### src/slfc_pkg.sv
// Purpose: shared constants and types of the simd legacy fault check block
// Assumes: one core clock, apb register access
// Notes:   offsets are byte addresses of aligned 32-bit words

package slfc_pkg;

  // --------------------------------------------------------------
  // register map
  // --------------------------------------------------------------
  localparam logic [11:0] CTRL_OFF    = 12'h000;
  localparam logic [11:0] IDTL_OFF    = 12'h004;
  localparam logic [11:0] STAT_OFF    = 12'h008;
  localparam logic [11:0] FCNT_OFF    = 12'h00C;
  localparam int          CTRL_EM_BIT = 2;
  localparam int          CTRL_TS_BIT = 3;
  localparam int          CTRL_AC_BIT = 4;
  localparam logic [2:0]  CTRL_RST    = 3'h0;
  localparam logic [15:0] IDTL_RST    = 16'hFFFF;

  // --------------------------------------------------------------
  // architectural constants
  // --------------------------------------------------------------
  localparam logic [7:0]  LOCK_PREFIX = 8'hF0;
  localparam logic [1:0]  MOD_REG     = 2'b11;
  localparam logic [32:0] REAL_LIMIT  = 33'h0_0000_FFFF;
  localparam logic [1:0]  CPL_USER    = 2'd3;

  typedef enum logic [1:0] {
    MODE_REAL = 2'b00,
    MODE_V86  = 2'b01,
    MODE_PROT = 2'b10,
    MODE_LONG = 2'b11
  } slfc_mode_t;

  typedef enum logic [2:0] {
    INS_OTHER = 3'b000,
    INS_MQS   = 3'b001,
    INS_NTQS  = 3'b010,
    INS_RQM   = 3'b011
  } slfc_instr_t;

  typedef enum logic [3:0] {
    FLT_NONE = 4'h0,
    FLT_UD   = 4'h1,
    FLT_NM   = 4'h2,
    FLT_MF   = 4'h3,
    FLT_SS   = 4'h4,
    FLT_GP   = 4'h5,
    FLT_PF   = 4'h6,
    FLT_AC   = 4'h7
  } slfc_fault_t;

  typedef enum logic [1:0] {
    DLV_IDLE = 2'b00,
    DLV_DCHK = 2'b01,
    DLV_SHUT = 2'b10
  } slfc_dlv_t;

endpackage

### src/slfc_chk_if.sv
`timescale 1ns/1ns
// Purpose: carries one instruction's check inputs and the verdict
// Assumes: all signals on pclk
// Notes:   driven by the top, judged by the checker
interface slfc_chk_if;
  import slfc_pkg::*;
  slfc_mode_t  mode;
  slfc_instr_t instr;
  logic        has_mem;
  logic [7:0]  prefix;
  logic        feature_ok;
  logic [1:0]  mod_field;
  logic        emulation_flag;
  logic        task_switched_flag;
  logic        fpu_pending;
  logic        stack_ref;
  logic        seg_illegal;
  logic        dst_nonwr;
  logic        null_sel;
  logic        noncanon;
  logic [31:0] addr;
  logic [3:0]  size;
  logic        ac_enable;
  logic        unaligned;
  logic [1:0]  cpl;
  logic        page_fault;
  slfc_fault_t fault;
  logic        err_zero;

  modport core (output mode, instr, has_mem, prefix, feature_ok, mod_field,
                emulation_flag, task_switched_flag, fpu_pending, stack_ref,
                seg_illegal, dst_nonwr, null_sel, noncanon, addr, size,
                ac_enable, unaligned, cpl, page_fault,
                input fault, err_zero);
  modport checker_end (input mode, instr, has_mem, prefix, feature_ok, mod_field,
                emulation_flag, task_switched_flag, fpu_pending, stack_ref,
                seg_illegal, dst_nonwr, null_sel, noncanon, addr, size,
                ac_enable, unaligned, cpl, page_fault,
                output fault, err_zero);
endinterface

### src/slfc_top.sv
`timescale 1ns/1ns
// Purpose: fault check, nmi masking and vector limit check of the core
// Assumes: check and delivery requests come from pclk logic, nmi from a pin
// Notes:   control and status reached over apb, zero wait states
module slfc_top
  import slfc_pkg::*;
#(
  parameter int ADDR_W  = 12,
  parameter int ENTRY_B = 8,
  parameter logic [7:0] DF_VECTOR = 8'h08
)(
  // clock and reset
  input  wire logic              pclk,
  input  wire logic              presetn,
  // apb slave
  input  wire logic              psel,
  input  wire logic              penable,
  input  wire logic              pwrite,
  input  wire logic [ADDR_W-1:0] paddr,
  input  wire logic [31:0]       pwdata,
  input  wire logic [3:0]        pstrb,
  output logic                   pready,
  output logic [31:0]            prdata,
  output logic                   pslverr,
  // instruction check request
  input  wire logic              chk_valid,
  input  wire slfc_mode_t        chk_mode,
  input  wire slfc_instr_t       chk_instr,
  input  wire logic              chk_has_mem,
  input  wire logic [7:0]        chk_prefix,
  input  wire logic              chk_feature_ok,
  input  wire logic [1:0]        chk_mod_field,
  input  wire logic              chk_fpu_pending,
  input  wire logic              chk_stack_ref,
  input  wire logic              chk_seg_illegal,
  input  wire logic              chk_dst_nonwr,
  input  wire logic              chk_null_sel,
  input  wire logic              chk_noncanon,
  input  wire logic [31:0]       chk_addr,
  input  wire logic [3:0]        chk_size,
  input  wire logic              chk_flag_ac,
  input  wire logic              chk_unaligned,
  input  wire logic [1:0]        chk_cpl,
  input  wire logic              chk_page_fault,
  // check verdict
  output logic                   fault_valid,
  output slfc_fault_t            fault_kind,
  output logic                   fault_err_zero,
  // nmi pin and interrupt return
  input  wire logic              nmi_pin,
  input  wire logic              interrupt_return_instr_retire,
  output logic                   nmi_take,
  output logic                   nmi_blocked,
  // vector delivery
  input  wire logic              vec_req,
  input  wire logic [7:0]        vec_num,
  output logic                   vec_ok,
  output logic                   double_fault,
  output logic                   vec_busy,
  output logic                   shutdown
);

  // ------------------------------------------------------------
  // state
  // ------------------------------------------------------------
  // indexed by the bus bit numbers so reads, writes and taps agree
  logic [CTRL_AC_BIT:CTRL_EM_BIT] ctrl_q;
  logic [15:0]  idt_limit_q;
  logic [15:0]  fault_cnt_q;
  slfc_fault_t  last_fault_q;
  logic         pready_q;
  logic [31:0]  prdata_q;
  logic         pslverr_q;
  logic         fault_valid_q;
  slfc_fault_t  fault_kind_q;
  logic         fault_err_q;
  logic [2:0]   nmi_sync_q;
  logic         nmi_level_q;
  logic         nmi_blocked_q;
  logic         nmi_blocked_d;
  logic         nmi_pend_q;
  logic         nmi_take_q;
  logic         nmi_edge;
  slfc_dlv_t    dlv_q;
  slfc_dlv_t    dlv_d;
  logic [7:0]   vec_hold_q;
  logic         vec_ok_q;
  logic         df_q;
  logic         vec_busy_q;
  logic         shutdown_q;
  logic         apb_wr;
  logic         apb_setup;
  logic [31:0]  rd_word;
  logic         rd_hit;

  slfc_chk_if chk ();

  // ------------------------------------------------------------
  // check request fan-out and judge
  // ------------------------------------------------------------
  assign chk.mode               = chk_mode;
  assign chk.instr              = chk_instr;
  assign chk.has_mem            = chk_has_mem;
  assign chk.prefix             = chk_prefix;
  assign chk.feature_ok         = chk_feature_ok;
  assign chk.mod_field          = chk_mod_field;
  assign chk.emulation_flag     = ctrl_q[CTRL_EM_BIT];
  assign chk.task_switched_flag = ctrl_q[CTRL_TS_BIT];
  assign chk.fpu_pending        = chk_fpu_pending;
  assign chk.stack_ref          = chk_stack_ref;
  assign chk.seg_illegal        = chk_seg_illegal;
  assign chk.dst_nonwr          = chk_dst_nonwr;
  assign chk.null_sel           = chk_null_sel;
  assign chk.noncanon           = chk_noncanon;
  assign chk.addr               = chk_addr;
  assign chk.size               = chk_size;
  // alignment checking needs both the control mask and the flags bit
  assign chk.ac_enable          = ctrl_q[CTRL_AC_BIT] & chk_flag_ac;
  assign chk.unaligned          = chk_unaligned;
  assign chk.cpl                = chk_cpl;
  assign chk.page_fault         = chk_page_fault;

  slfc_judge u_judge (
    .c (chk.checker_end)
  );

  // ------------------------------------------------------------
  // verdict register
  // ------------------------------------------------------------
  // a core in shutdown executes nothing, so checks are dropped
  always_ff @(posedge pclk or negedge presetn) begin
    if (!presetn) begin
      fault_valid_q <= 1'b0;
      fault_kind_q  <= FLT_NONE;
      fault_err_q   <= 1'b0;
    end else if (chk_valid && !shutdown_q) begin
      fault_valid_q <= (chk.fault != FLT_NONE);
      fault_kind_q  <= chk.fault;
      fault_err_q   <= chk.err_zero;
    end else begin
      fault_valid_q <= 1'b0;
      fault_kind_q  <= FLT_NONE;
      fault_err_q   <= 1'b0;
    end
  end

  always_ff @(posedge pclk or negedge presetn) begin
    if (!presetn) begin
      last_fault_q <= FLT_NONE;
      fault_cnt_q  <= 16'h0000;
    end else if (chk_valid && !shutdown_q && chk.fault != FLT_NONE) begin
      last_fault_q <= chk.fault;
      fault_cnt_q  <= fault_cnt_q + 16'h0001;
    end
  end

  // ------------------------------------------------------------
  // nmi pin synchroniser
  // ------------------------------------------------------------
  // level moves only when stages two and three agree
  always_ff @(posedge pclk or negedge presetn) begin
    if (!presetn) begin
      nmi_sync_q  <= 3'b000;
      nmi_level_q <= 1'b0;
    end else begin
      nmi_sync_q <= {nmi_sync_q[1:0], nmi_pin};
      if (nmi_sync_q[1] == nmi_sync_q[2]) begin
        nmi_level_q <= nmi_sync_q[2];
      end
    end
  end

  assign nmi_edge = (nmi_sync_q[1] == nmi_sync_q[2]) && nmi_sync_q[2] && !nmi_level_q;

  // ------------------------------------------------------------
  // nmi masking
  // ------------------------------------------------------------
  // an nmi seen while masked is held, not lost, until the return
  always_comb begin
    nmi_blocked_d = nmi_blocked_q;
    if (interrupt_return_instr_retire) begin
      nmi_blocked_d = 1'b0;
    end
    if ((nmi_edge || nmi_pend_q) && !nmi_blocked_q && !shutdown_q) begin
      nmi_blocked_d = 1'b1;
    end
  end

  always_ff @(posedge pclk or negedge presetn) begin
    if (!presetn) begin
      nmi_blocked_q <= 1'b0;
      nmi_take_q    <= 1'b0;
    end else begin
      nmi_blocked_q <= nmi_blocked_d;
      nmi_take_q    <= (nmi_edge || nmi_pend_q) && !nmi_blocked_q && !shutdown_q;
    end
  end

  always_ff @(posedge pclk or negedge presetn) begin
    if (!presetn) begin
      nmi_pend_q <= 1'b0;
    end else if (nmi_edge && nmi_blocked_q) begin
      nmi_pend_q <= 1'b1;
    end else if (!nmi_blocked_q && !shutdown_q) begin
      nmi_pend_q <= 1'b0;
    end
  end

  // ------------------------------------------------------------
  // vector limit check
  // ------------------------------------------------------------
  function automatic logic beyond(input logic [7:0] v, input logic [15:0] lim);
    logic [18:0] last_b;
    last_b = 19'(v) * 19'(ENTRY_B) + 19'(ENTRY_B - 1);
    return last_b > {3'b000, lim};
  endfunction

  always_comb begin
    dlv_d = dlv_q;
    case (dlv_q)
      DLV_IDLE: begin
        if (vec_req && beyond(vec_num, idt_limit_q)) begin
          dlv_d = DLV_DCHK;
        end
      end
      DLV_DCHK: begin
        if (beyond(DF_VECTOR, idt_limit_q)) begin
          dlv_d = DLV_SHUT;
        end else begin
          dlv_d = DLV_IDLE;
        end
      end
      DLV_SHUT: begin
        dlv_d = DLV_SHUT;
      end
      default: begin
        dlv_d = DLV_IDLE;
      end
    endcase
  end

  // only reset leaves shutdown
  always_ff @(posedge pclk or negedge presetn) begin
    if (!presetn) begin
      dlv_q      <= DLV_IDLE;
      vec_hold_q <= 8'h00;
      vec_ok_q   <= 1'b0;
      df_q       <= 1'b0;
      vec_busy_q <= 1'b0;
      shutdown_q <= 1'b0;
    end else begin
      dlv_q      <= dlv_d;
      vec_ok_q   <= (dlv_q == DLV_IDLE) && vec_req && !beyond(vec_num, idt_limit_q);
      df_q       <= (dlv_q == DLV_DCHK) && !beyond(DF_VECTOR, idt_limit_q);
      vec_busy_q <= (dlv_d != DLV_IDLE);
      shutdown_q <= (dlv_d == DLV_SHUT);
      if (dlv_q == DLV_IDLE && vec_req) begin
        vec_hold_q <= vec_num;
      end
    end
  end

  // ------------------------------------------------------------
  // apb slave
  // ------------------------------------------------------------
  // zero wait: ready rises in the access phase of every transfer
  assign apb_setup = psel && !penable;
  assign apb_wr    = psel && penable && pready_q && pwrite;

  always_comb begin
    rd_word = 32'h0000_0000;
    rd_hit  = 1'b1;
    if (paddr == CTRL_OFF[ADDR_W-1:0]) begin
      rd_word[CTRL_EM_BIT] = ctrl_q[CTRL_EM_BIT];
      rd_word[CTRL_TS_BIT] = ctrl_q[CTRL_TS_BIT];
      rd_word[CTRL_AC_BIT] = ctrl_q[CTRL_AC_BIT];
    end else if (paddr == IDTL_OFF[ADDR_W-1:0]) begin
      rd_word[15:0] = idt_limit_q;
    end else if (paddr == STAT_OFF[ADDR_W-1:0]) begin
      rd_word[3:0]   = last_fault_q;
      rd_word[4]     = nmi_blocked_q;
      rd_word[5]     = nmi_pend_q;
      rd_word[6]     = shutdown_q;
      rd_word[7]     = vec_busy_q;
      rd_word[15:8]  = vec_hold_q;
    end else if (paddr == FCNT_OFF[ADDR_W-1:0]) begin
      rd_word[15:0] = fault_cnt_q;
    end else begin
      rd_hit = 1'b0;
    end
  end

  always_ff @(posedge pclk or negedge presetn) begin
    if (!presetn) begin
      pready_q  <= 1'b0;
      prdata_q  <= 32'h0000_0000;
      pslverr_q <= 1'b0;
    end else begin
      pready_q  <= apb_setup;
      prdata_q  <= (apb_setup && !pwrite) ? rd_word : 32'h0000_0000;
      pslverr_q <= apb_setup && !rd_hit;
    end
  end

  // writes to status or counter are ignored without pslverr; writes to holes are ignored and flagged by pslverr
  always_ff @(posedge pclk or negedge presetn) begin
    if (!presetn) begin
      ctrl_q      <= CTRL_RST;
      idt_limit_q <= IDTL_RST;
    end else if (apb_wr && paddr == CTRL_OFF[ADDR_W-1:0] && pstrb[0]) begin
      ctrl_q[CTRL_EM_BIT] <= pwdata[CTRL_EM_BIT];
      ctrl_q[CTRL_TS_BIT] <= pwdata[CTRL_TS_BIT];
      ctrl_q[CTRL_AC_BIT] <= pwdata[CTRL_AC_BIT];
    end else if (apb_wr && paddr == IDTL_OFF[ADDR_W-1:0]) begin
      if (pstrb[0]) begin
        idt_limit_q[7:0] <= pwdata[7:0];
      end
      if (pstrb[1]) begin
        idt_limit_q[15:8] <= pwdata[15:8];
      end
    end
  end

  // ------------------------------------------------------------
  // outputs
  // ------------------------------------------------------------
  assign pready         = pready_q;
  assign prdata         = prdata_q;
  assign pslverr        = pslverr_q;
  assign fault_valid    = fault_valid_q;
  assign fault_kind     = fault_kind_q;
  assign fault_err_zero = fault_err_q;
  assign nmi_take       = nmi_take_q;
  assign nmi_blocked    = nmi_blocked_q;
  assign vec_ok         = vec_ok_q;
  assign double_fault   = df_q;
  assign vec_busy       = vec_busy_q;
  assign shutdown       = shutdown_q;

endmodule

### src/slfc_judge.sv
`timescale 1ns/1ns
// Purpose: priority fault judgement for one covered instruction
// Assumes: inputs stable for the cycle of the check
// Notes:   purely combinational; the top registers the verdict
module slfc_judge
  import slfc_pkg::*;
(
  slfc_chk_if.checker_end c
);

  logic [32:0] end_addr;
  logic        ud_hit;
  logic        ac_hit;

  always_comb begin
    end_addr = {1'b0, c.addr} + {29'h0, c.size} - 33'h1;
    ud_hit = c.emulation_flag
          || (c.instr == INS_MQS && c.mod_field != MOD_REG)
          || (c.prefix == LOCK_PREFIX)
          || !c.feature_ok;
    ac_hit = c.ac_enable && c.unaligned && c.cpl == CPL_USER && c.mode != MODE_REAL;
    c.fault = FLT_NONE;
    c.err_zero = 1'b0;
    if (ud_hit) begin
      c.fault = FLT_UD;
    end else if (c.task_switched_flag) begin
      c.fault = FLT_NM;
    end else if (c.fpu_pending) begin
      c.fault = FLT_MF;
    end else if (c.has_mem) begin
      if (c.mode == MODE_PROT && c.seg_illegal && c.stack_ref) begin
        c.fault = FLT_SS;
        c.err_zero = 1'b1;
      end else if (c.mode == MODE_PROT && c.seg_illegal) begin
        c.fault = FLT_GP;
        c.err_zero = 1'b1;
      end else if (c.mode == MODE_PROT && c.dst_nonwr
                   && (c.instr == INS_MQS || c.instr == INS_RQM)) begin
        c.fault = FLT_GP;
      end else if (c.mode == MODE_PROT && c.null_sel && c.instr == INS_MQS) begin
        c.fault = FLT_GP;
      end else if (c.mode == MODE_LONG && c.noncanon && c.stack_ref) begin
        c.fault = FLT_SS;
        c.err_zero = 1'b1;
      end else if (c.mode == MODE_LONG && c.noncanon) begin
        c.fault = FLT_GP;
        c.err_zero = 1'b1;
      end else if ((c.mode == MODE_REAL || c.mode == MODE_V86)
                   && end_addr > REAL_LIMIT) begin
        c.fault = FLT_GP;
      end else if (c.mode != MODE_REAL && c.page_fault) begin
        c.fault = FLT_PF;
      end else if (ac_hit) begin
        c.fault = FLT_AC;
        c.err_zero = 1'b1;
      end
    end
  end

endmodule

### config.mk
export PLATFORM = sky130hd
export DESIGN_NAME = slfc_top
export DESIGN_NICKNAME = d
export VERILOG_FILES = /design/src/slfc_pkg.sv /design/src/slfc_chk_if.sv /design/src/slfc_top.sv /design/src/slfc_judge.sv
export SDC_FILE = /design/constraint.sdc
export NUM_CORES = 1
export LEC_CHECK = 0
export BUFFER_PORTS_ARGS = -buffer_cell sky130_fd_sc_hd__clkbuf_2
export CAP_MARGIN = 20
export CORE_MARGIN = 1.5
export CORE_UTILIZATION = 50
export CTS_CLUSTER_SIZE = 10
export DETAILED_ROUTE_END_ITERATION = 10
export PLACE_DENSITY = 0.76
export SYNTH_ARGS = -nofsm -noshare
export SYNTH_HDL_FRONTEND = slang
export SYNTH_SLANG_ARGS = --single-unit
### constraint.sdc
create_clock -name pclk -period 8.35 [get_ports pclk]
set_input_delay 1.2525 -clock pclk [delete_from_list [all_inputs] [get_ports pclk]]
set_output_delay 1.2525 -clock pclk [all_outputs]
set_load 0.05 [all_outputs]
==> metrics, run 1 <==
status=finished clean; final hold vios=0; CP max FO=17; Main synth FF type=dfrtp_1; clock net sink count=82; Detailed Route Iter0 Violations=261; pwr dens=178 nW/um^2; crit path kind=input port to register; maxcap violations=0; antenna diode count=0; worst min path class=register to register; Initial Utilization=51.6%; fraction of the yosys area taken by sequential cells=35.0%; routed length per instance=15.8 um; final net count=953; met3 WL=693 um; Yosys top cell by area=dfrtp_1; GRT Total Usage=23.4%; fraction of layout cells with a size suffix above 1=around 30%; number of buffers created by CTS=9; R2R Path End=fault_cnt_q[1]$_DFFE_PN0P_; Synthesis Warnings=0; worst path cell trace=clkbuf_2, inv_1, ha_1, inv_1, ha_1, fa_1, a211oi_1, o21ai_0, a211oi_1, o41ai_1, a21oi_1, xnor2_1, nor4_1, nand4_1, o41ai_4, and3_1, inv_2, mux2_4; Post-synth ARST share=100%; synth-to-layout area growth=18.4%; clock latency on the worst-skew pair=~0.33 ns; minimum clock period after layout=between 5 and 6 ns; Worst Hold Launch=nmi_sync_q[0]$_DFF_PN0_; mapped cell area=5920 um^2; Port Buf Inserts=139; htree depth=3; worst vdd ir=137 uV; Data required, critical path=8.57 ns; Yosys cell types=69; post-route ant nets=0; unrepaired setup endpoints after global routing=false; fin crit share=70.1%; via count=5254; Clk pin slew, worst setup/hold paths=0.06 ns; top layer in use=met4; skew final=0.00463 ns; Setup crit start kind=input port; Slew headroom=28.6%; Reg2Reg Depth=6; synthesized area per cell=9.17 um^2; hold worst-path end=nmi_sync_q[1]$_DFF_PN0_; fin. max-slew vios=0; Reg-to-Reg Start=ctrl_q[2]$_DFFE_PN0P_; vias per cell=between 5 and 6; gpl congestion=roughly 0.91; crit path DAT=6.07 ns; first-pass GRT wire length=between 20 and 25 mm; vias in the first global route=5184; post-CTS sizing=0; met1 wire length=6.37 mm; FF+latch count, synth=82; Pleak=about 3.4 nW; CP max stage delay=roughly 0.96 ns; Worst Tran Pin Value=1.07 ns; hold_buf cts=0; post-CTS setup buffer count=0; antenna violations before repair=0; CP delay by family, top=compound AO/OA/AOI/OAI gates; die height=approximately 110 um; CP endpoint kind=register; Die Footprint=12500 um^2; Remaining Overflow, GRT=0; post-DP HPWL=11.4 mm; remaining routing DRC violations=0; clock root cell=clkbuf_16; drt pass-1 iters=5; largest cells by area after synthesis=dfrtp_1 28%, ha_1 9.5%, mux2_2 7.8%; number of synthesized flops with an enable pin=0; routed wire length=14.6 mm; f_max=171 MHz; width of the die=112 um; hold path depth=0; pin count of the biggest net entering global routing=83; Buf+Inv Stages, Crit Path=4; met2 wire length=7.42 mm; critical path's slowest cell=o41ai_4; final setup TNS=0 ns; Synth top area share=between 20 and 30%; Post-Synthesis Cells=approximately 650; Rows=39; Ports=175; CTS max path bufs=2; TritonCTS clock tree=yes; # setup viols final=0; total core area=11500 um^2; Hold WS=0.354 ns; FF-to-FF setup slack=5.02 ns
cell usage after synthesis (4+ instances only):
master    number
xor2_1        15
a211oi_1       8
nor2_1        46
buf_4         18
nor2b_1       10
or2_2          5
or3_1          8
o21a_1        10
xnor2_1       10
nor3_1         6
o211ai_1       8
o21bai_1       4
clkbuf_1      17
a22oi_1       12
dfrtp_1       66
a311oi_1       7
o21ai_1        7
nand2_1       45
nor4_1         5
a21oi_1       37
nand4_1       15
ha_1          45
nand2b_1       5
a21o_1         4
nand3_1       20
a31oi_1       11
inv_1         64
dfstp_2       16
o21ai_0       24
mux2_2        41
cell usage in the layout (no fill, tap or decap), types with 3 or more instances in the layout:
| master | instances |
|---|---|
| a31oi_1 | 11 |
| o21ai_1 | 7 |
| nor4_1 | 5 |
| dfstp_2 | 16 |
| and2_1 | 3 |
| clkbuf_16 | 9 |
| a311oi_1 | 7 |
| nand4_1 | 15 |
| or3_1 | 8 |
| mux2_2 | 41 |
| clkbuf_2 | 138 |
| o21bai_1 | 4 |
| a21o_1 | 4 |
| o211ai_1 | 8 |
| dfrtp_1 | 66 |
| conb_1 | 17 |
| or2_2 | 5 |
| nand2_1 | 45 |
| nor3_1 | 6 |
| buf_4 | 3 |
| xnor2_1 | 10 |
| a211oi_2 | 3 |
| and3_1 | 3 |
| xor2_1 | 15 |
| a22oi_1 | 12 |
| nand2b_1 | 5 |
| o21a_1 | 10 |
| ha_1 | 45 |
| nor2b_1 | 10 |
| o21ai_0 | 24 |
| a211oi_1 | 8 |
| nand3_1 | 20 |
| a21oi_1 | 37 |
| nor2_1 | 46 |
| o31a_1 | 3 |
| inv_1 | 64 |
layout make-up:
| type | count | area, um^2 |
|---|---|---|
| Sequential cell | 82 | 2070 |
| Multi-Input combinational cell | 478 | 3460 |
| Fill cell | 971 | 4450 |
| Inverter | 65 | 244 |
| Timing Repair Buffer | 142 | 741 |
| Clock buffer | 10 | 229 |
| Tap cell | 143 | 179 |
| Clock inverter | 6 | 92.6 |
state kept, by name, summed over array words and instances, names as in the netlist:
name,cells
vec_busy,1
pready,1
prdata,16
shutdown,1
fault_err_zero,1
double_fault,1
idt_limit_q,16
nmi_level_q,1
vec_ok,1
nmi_blocked,1
vec_hold_q,8
nmi_take,1
ctrl_q,3
fault_cnt_q,16
fault_valid,1
dlv_q,2
fault_kind,3
nmi_pend_q,1
pslverr,1
nmi_sync_q,3
last_fault_q,3
worst reg2reg max path, stage by stage, from the launching register on:
cell	delay, ns
dfrtp_1	0.40
or4b_2	0.74
or3_1	0.45
o41ai_4	0.83
and3_1	0.43
inv_2	0.07
mux2_4	0.29
per-stage QoR:
| step | utilization, % | instances | power [mW] | area [um^2] | setup slack (ns) |
|---|---|---|---|---|---|
| 2_1_floorplan | - | 662 | 0.729 | 5980 | 3.42 |
| 3_3_place_gp | 58.0 | 908 | 0.809 | 6660 | 2.25 |
| 3_5_place_dp | 58.0 | 908 | 0.824 | 6660 | 2.16 |
| 4_1_cts | 60.9 | 924 | 1.25 | 6980 | 2.46 |
| 5_1_grt | 61.2 | 926 | 1.31 | 7010 | 2.19 |
| 6_report | 61.2 | 926 | 1.24 | 7010 | 2.50 |
per-layer routing:
layer	GRT usage (%)	vias up
met5	0	-
met4	4.81	0
met3	3.92	15
met2	42.1	172
met1	29.6	2522
li1	-	2545
worst max path at each step:
| stage | startpoint | slack (ns) | cells after the start | to |
|---|---|---|---|---|
| floorplan | chk_addr[1] | 3.42 | 18 | fault_cnt_q[1]$_DFFE_PN0P_ |
| global placement | chk_addr[1] | 2.25 | 18 | fault_cnt_q[1]$_DFFE_PN0P_ |
| detailed placement | chk_addr[1] | 2.16 | 18 | fault_cnt_q[1]$_DFFE_PN0P_ |
| CTS | chk_addr[1] | 2.46 | 18 | fault_cnt_q[1]$_DFFE_PN0P_ |
| global route | chk_addr[1] | 2.19 | 18 | fault_cnt_q[1]$_DFFE_PN0P_ |
| finish | chk_addr[1] | 2.50 | 18 | fault_cnt_q[1]$_DFFE_PN0P_ |
cells by family (layout without fill, tap and decap cells):
| group | Yosys count | count (layout) | share of synthesized area [%] |
|---|---|---|---|
| flops | 82 | 82 | 35.0 |
| fa+ha+maj | 46 | 46 | 9.85 |
| simple gates | 185 | 185 | 16.0 |
| xor+xnor | 25 | 25 | 3.70 |
| compound gates | 159 | 159 | 18.6 |
| mux | 46 | 46 | 9.15 |
| buf+inv | 102 | 223 | 7.65 |
| other cells | 1 | 17 | 0.0633 |
report_power, final:
group / internal (mW) / switching, mW
logic: 0.142 / 0.193
registers: 0.439 / 0.0499
clock network: 0.263 / 0.158
total: 0.844 / 0.401
Power figures use the tool's default switching activity.
==> inputs of run 2 (changes only) <==
--- a/config.mk
+++ b/config.mk
@@ -5,13 +5,14 @@
 export SDC_FILE = /design/constraint.sdc
 export NUM_CORES = 1
 export LEC_CHECK = 0
+export ABC_AREA = 1
 export BUFFER_PORTS_ARGS = -buffer_cell sky130_fd_sc_hd__clkbuf_2
 export CAP_MARGIN = 20
 export CORE_MARGIN = 1.5
 export CORE_UTILIZATION = 50
 export CTS_CLUSTER_SIZE = 10
 export DETAILED_ROUTE_END_ITERATION = 10
-export PLACE_DENSITY = 0.76
+export PLACE_DENSITY = 0.74
 export SYNTH_ARGS = -nofsm -noshare
 export SYNTH_HDL_FRONTEND = slang
 export SYNTH_SLANG_ARGS = --single-unit
==> constraint.sdc (replaced) <==
create_clock -name pclk -period 5.9 [get_ports pclk]
set_input_delay 0.885 -clock pclk [delete_from_list [all_inputs] [get_ports pclk]]
set_output_delay 0.885 -clock pclk [all_outputs]
set_load 0.05 [all_outputs]
==> metrics, run 2 <==
post-route ant nets=0 (unchanged); antenna violations before repair=0 (unchanged); synthesized area per cell=6.60 um^2 (-28%); routed wire length=16.8 mm (+15%); number of buffers created by CTS=9 (unchanged); drt pass-1 iters=5 (unchanged); vias in the first global route=6140 (+18%); Post-Synthesis Cells=1052 (+63%); sequential share of power=36.4% (-2.9 points); Remaining Overflow, GRT=0 (unchanged); Initial Utilization=51.8% (+0.18 points); most frequent cell after synthesis=nand2_1; final hold vios=0 (unchanged); pwr dens=234 nW/um^2 (+32%); total core area=13400 um^2 (+17%); most frequent cells after synthesis=350 x nand2_1, 230 x inv_1, 68 x nor2_1; Main synth FF type=dfrtp_1; Final WS setup=1.77 ns (-0.727 ns); Rows=42 (+7.7%); clock latency on the worst-skew pair=0.34 ns (about the same); multiplexer share of the synthesized area=3.24% (-5.9 points); critical path's slowest cell=fa_1; antenna diode count=0 (unchanged); final setup TNS=0 ns (unchanged); Pleak=4.83 nW (+40%); compound-cell area share of the yosys netlist=6.83% (-12 points); routed length per instance=12.2 um (-23%); # setup viols final=0 (unchanged); Switch Pwr=0.657 mW (+64%); skew final=0.00336 ns (-0.00127 ns); via count=6708 (+28%); gpl congestion=0.914 (+0.46%); maxcap violations=0 (unchanged); crit path DAT=4.36 ns (-1.71 ns); CTS max path bufs=2 (unchanged); synth-to-layout area growth=16.7%; number of synthesized flops with an enable pin=0 (unchanged); fillers=1336 (+38%); clock net sink count=82 (unchanged); pin count of the biggest net entering global routing=83 (unchanged); Worst Tran Pin Value=1.01 ns (-0.0594 ns); post-DP HPWL=13.7 mm (+21%); mapped cell area=6940 um^2 (+17%); Setup crit start kind=input port; fraction of the yosys area taken by sequential cells=29.8% (-5.2 points); Detailed Route Iter0 Violations=300 (+15%); Post-synth ARST share=100% (unchanged); Die Footprint=14600 um^2 (+17%); Data required, critical path=6.13 ns (-2.44 ns); Clk pwr share=33.5% (-0.3 points); Clk pin slew, worst setup/hold paths=0.06 ns (about the same); htree depth=3 (unchanged); CP dominant cell by count=nand2_1; main combinational cell family by area after synthesis=simple AND/OR/NAND/NOR gates; TritonCTS clock tree=yes; Simple-Gate Fraction of Synth Area=33.9% (+18 points); most common cell after layout, fill and taps aside=nand2_1; fin. max-slew vios=0 (unchanged); xor and xnor area share after synthesis=2.02% (-1.7 points); final net count=1367 (+43%); crit path kind=input port to register; Gate power share=30.2% (+3.3 points); CP max stage delay=0.42 ns (-0.54 ns); Synthesis Warnings=0 (unchanged); remaining routing DRC violations=0 (unchanged); worst vdd ir=167 uV (+22%); FF+latch count, synth=82 (unchanged); f_max=242 MHz; clock root cell=clkbuf_16; largest cells by area after synthesis=dfrtp_1 24%, nand2_1 19%, inv_1 12%; Ports=175 (unchanged); Place WS=1.42 ns (-0.733 ns); fraction of the mapped netlist area in adder cells=8.40% (-1.4 points); Port Buf Inserts=139 (unchanged); first-pass GRT wire length=27.8 mm (+15%); fraction of layout cells with a size suffix above 1=19.5% (-11 points); post-CTS setup buffer count=0 (unchanged); sw frac=34.7% (+2.5 points); unrepaired setup endpoints after global routing=false; status=finished clean; Yosys top cell by area=dfrtp_1; Total Power=1.89 mW (+52%); die height=121 um (+8.1%); post-CTS sizing=0 (unchanged); fin crit share=70.0%; Yosys cell types=41 (-41%); vias per cell=4.89 (-14%); minimum clock period after layout=between 4 and 5 ns; GRT Total Usage=23.7% (+0.29 points); CP endpoint kind=register; CP max FO=21 (+4); Slew headroom=32.1% (+3.5 points); worst min path class=input port to async pin; Internal=1.24 mW (+47%); most frequent cells in the layout=350 x nand2_1, 230 x inv_1, 138 x clkbuf_2; Util after Layout=60.5% (-0.69 points); hold_buf cts=0 (unchanged); width of the die=121 um (+8.1%); Synth top area share=23.8% (-4.1 points)
[run 2: cell count changes after synthesis, sizes merged, moves of 11 or more]
cell and delta:
o211ai +11, a31oi -11, mux2 -22, nor2 +32, nand3 +42, a211oi -11, inv +171, nand2 +312
o21ai -21, a22oi -12
[run 2: worst max-delay path, delay by kind of cell]
kind                     cells  cell delay [ns]
adder cells (fa/ha/maj)      3             0.90
AND/OR/NAND/NOR             24             2.40
buffers and inverters        3             0.15
[run 2: logic make-up after synthesis]
logic type / after synthesis
AOI/OAI and AO/OA: 76
xor gates and xnor gates: 16
adders and majority gates: 46
buffers and inverters: 266
DFF: 82
muxes: 20
other: 1
and+or+nand+nor: 545
[run 2: path summary, 6_finish.rpt]
path / startpoint / cells after the start / slack [ns] / end
min in group pclk: nmi_sync_q[0]$_DFF_PN0_ / 0 / 0.37 / nmi_sync_q[1]$_DFF_PN0_
setup reg to reg: ctrl_q[4]$_DFFE_PN0P_ / 9 / 3.68 / fault_cnt_q[11]$_DFFE_PN0P_
setup / recovery: chk_addr[1] / 30 / 1.77 / fault_cnt_q[12]$_DFFE_PN0P_
hold / removal: presetn / 1 / 0.37 / fault_cnt_q[14]$_DFFE_PN0P_
hold reg to reg: nmi_sync_q[0]$_DFF_PN0_ / 0 / 0.37 / nmi_sync_q[1]$_DFF_PN0_
max in group asynchronous: presetn / 2 / 4.89 / idt_limit_q[12]$_DFFE_PN1P_
[run 2: layout make-up]
class / count / area (um^2) / area share [%]
clock inverter: 5 / 103 / 1.27
inverter: 237 / 890 / 11.0
sequential: 82 / 2070 / 25.6
timing repair buffer: 142 / 741 / 9.14
clock buffer: 11 / 233 / 2.87
tap: 176 / 220 / 2.72
multi-input combinational: 720 / 3840 / 47.5
[run 2: power by group through the flow]
| stage | Clock [mW] | Combinational (mW) | Sequential [mW] |
|---|---|---|---|
| after detailed placement | 0 | 0.566 | 0.696 |
| after floorplan | 0 | 0.382 | 0.734 |
| after CTS | 0.638 | 0.570 | 0.688 |
| final | 0.634 | 0.572 | 0.689 |
| after global placement | 0 | 0.556 | 0.693 |
| after global routing | 0.660 | 0.644 | 0.697 |
[run 2: routing by layer]
metal	track usage [%]	up-vias	routed length (um)	share of wire [%]
li1	-	3493	-	-
met1	32.1	2987	7830	47
met2	38.3	194	7580	45
met3	4.81	34	964	5.8
met4	6.91	0	384	2.3
met5	0	-	0	0
[run 2: stage by stage]
| stage | cell area, um^2 | hold slack (ns) | instances |
|---|---|---|---|
| after floorplan | 7000 | 0.331 | 1068 |
| after global placement | 7740 | 0.348 | 1356 |
| after detailed placement | 7740 | 0.338 | 1356 |
| after CTS | 8080 | 0.374 | 1372 |
| after global routing | 8100 | 0.368 | 1373 |
| final | 8100 | 0.367 | 1373 |
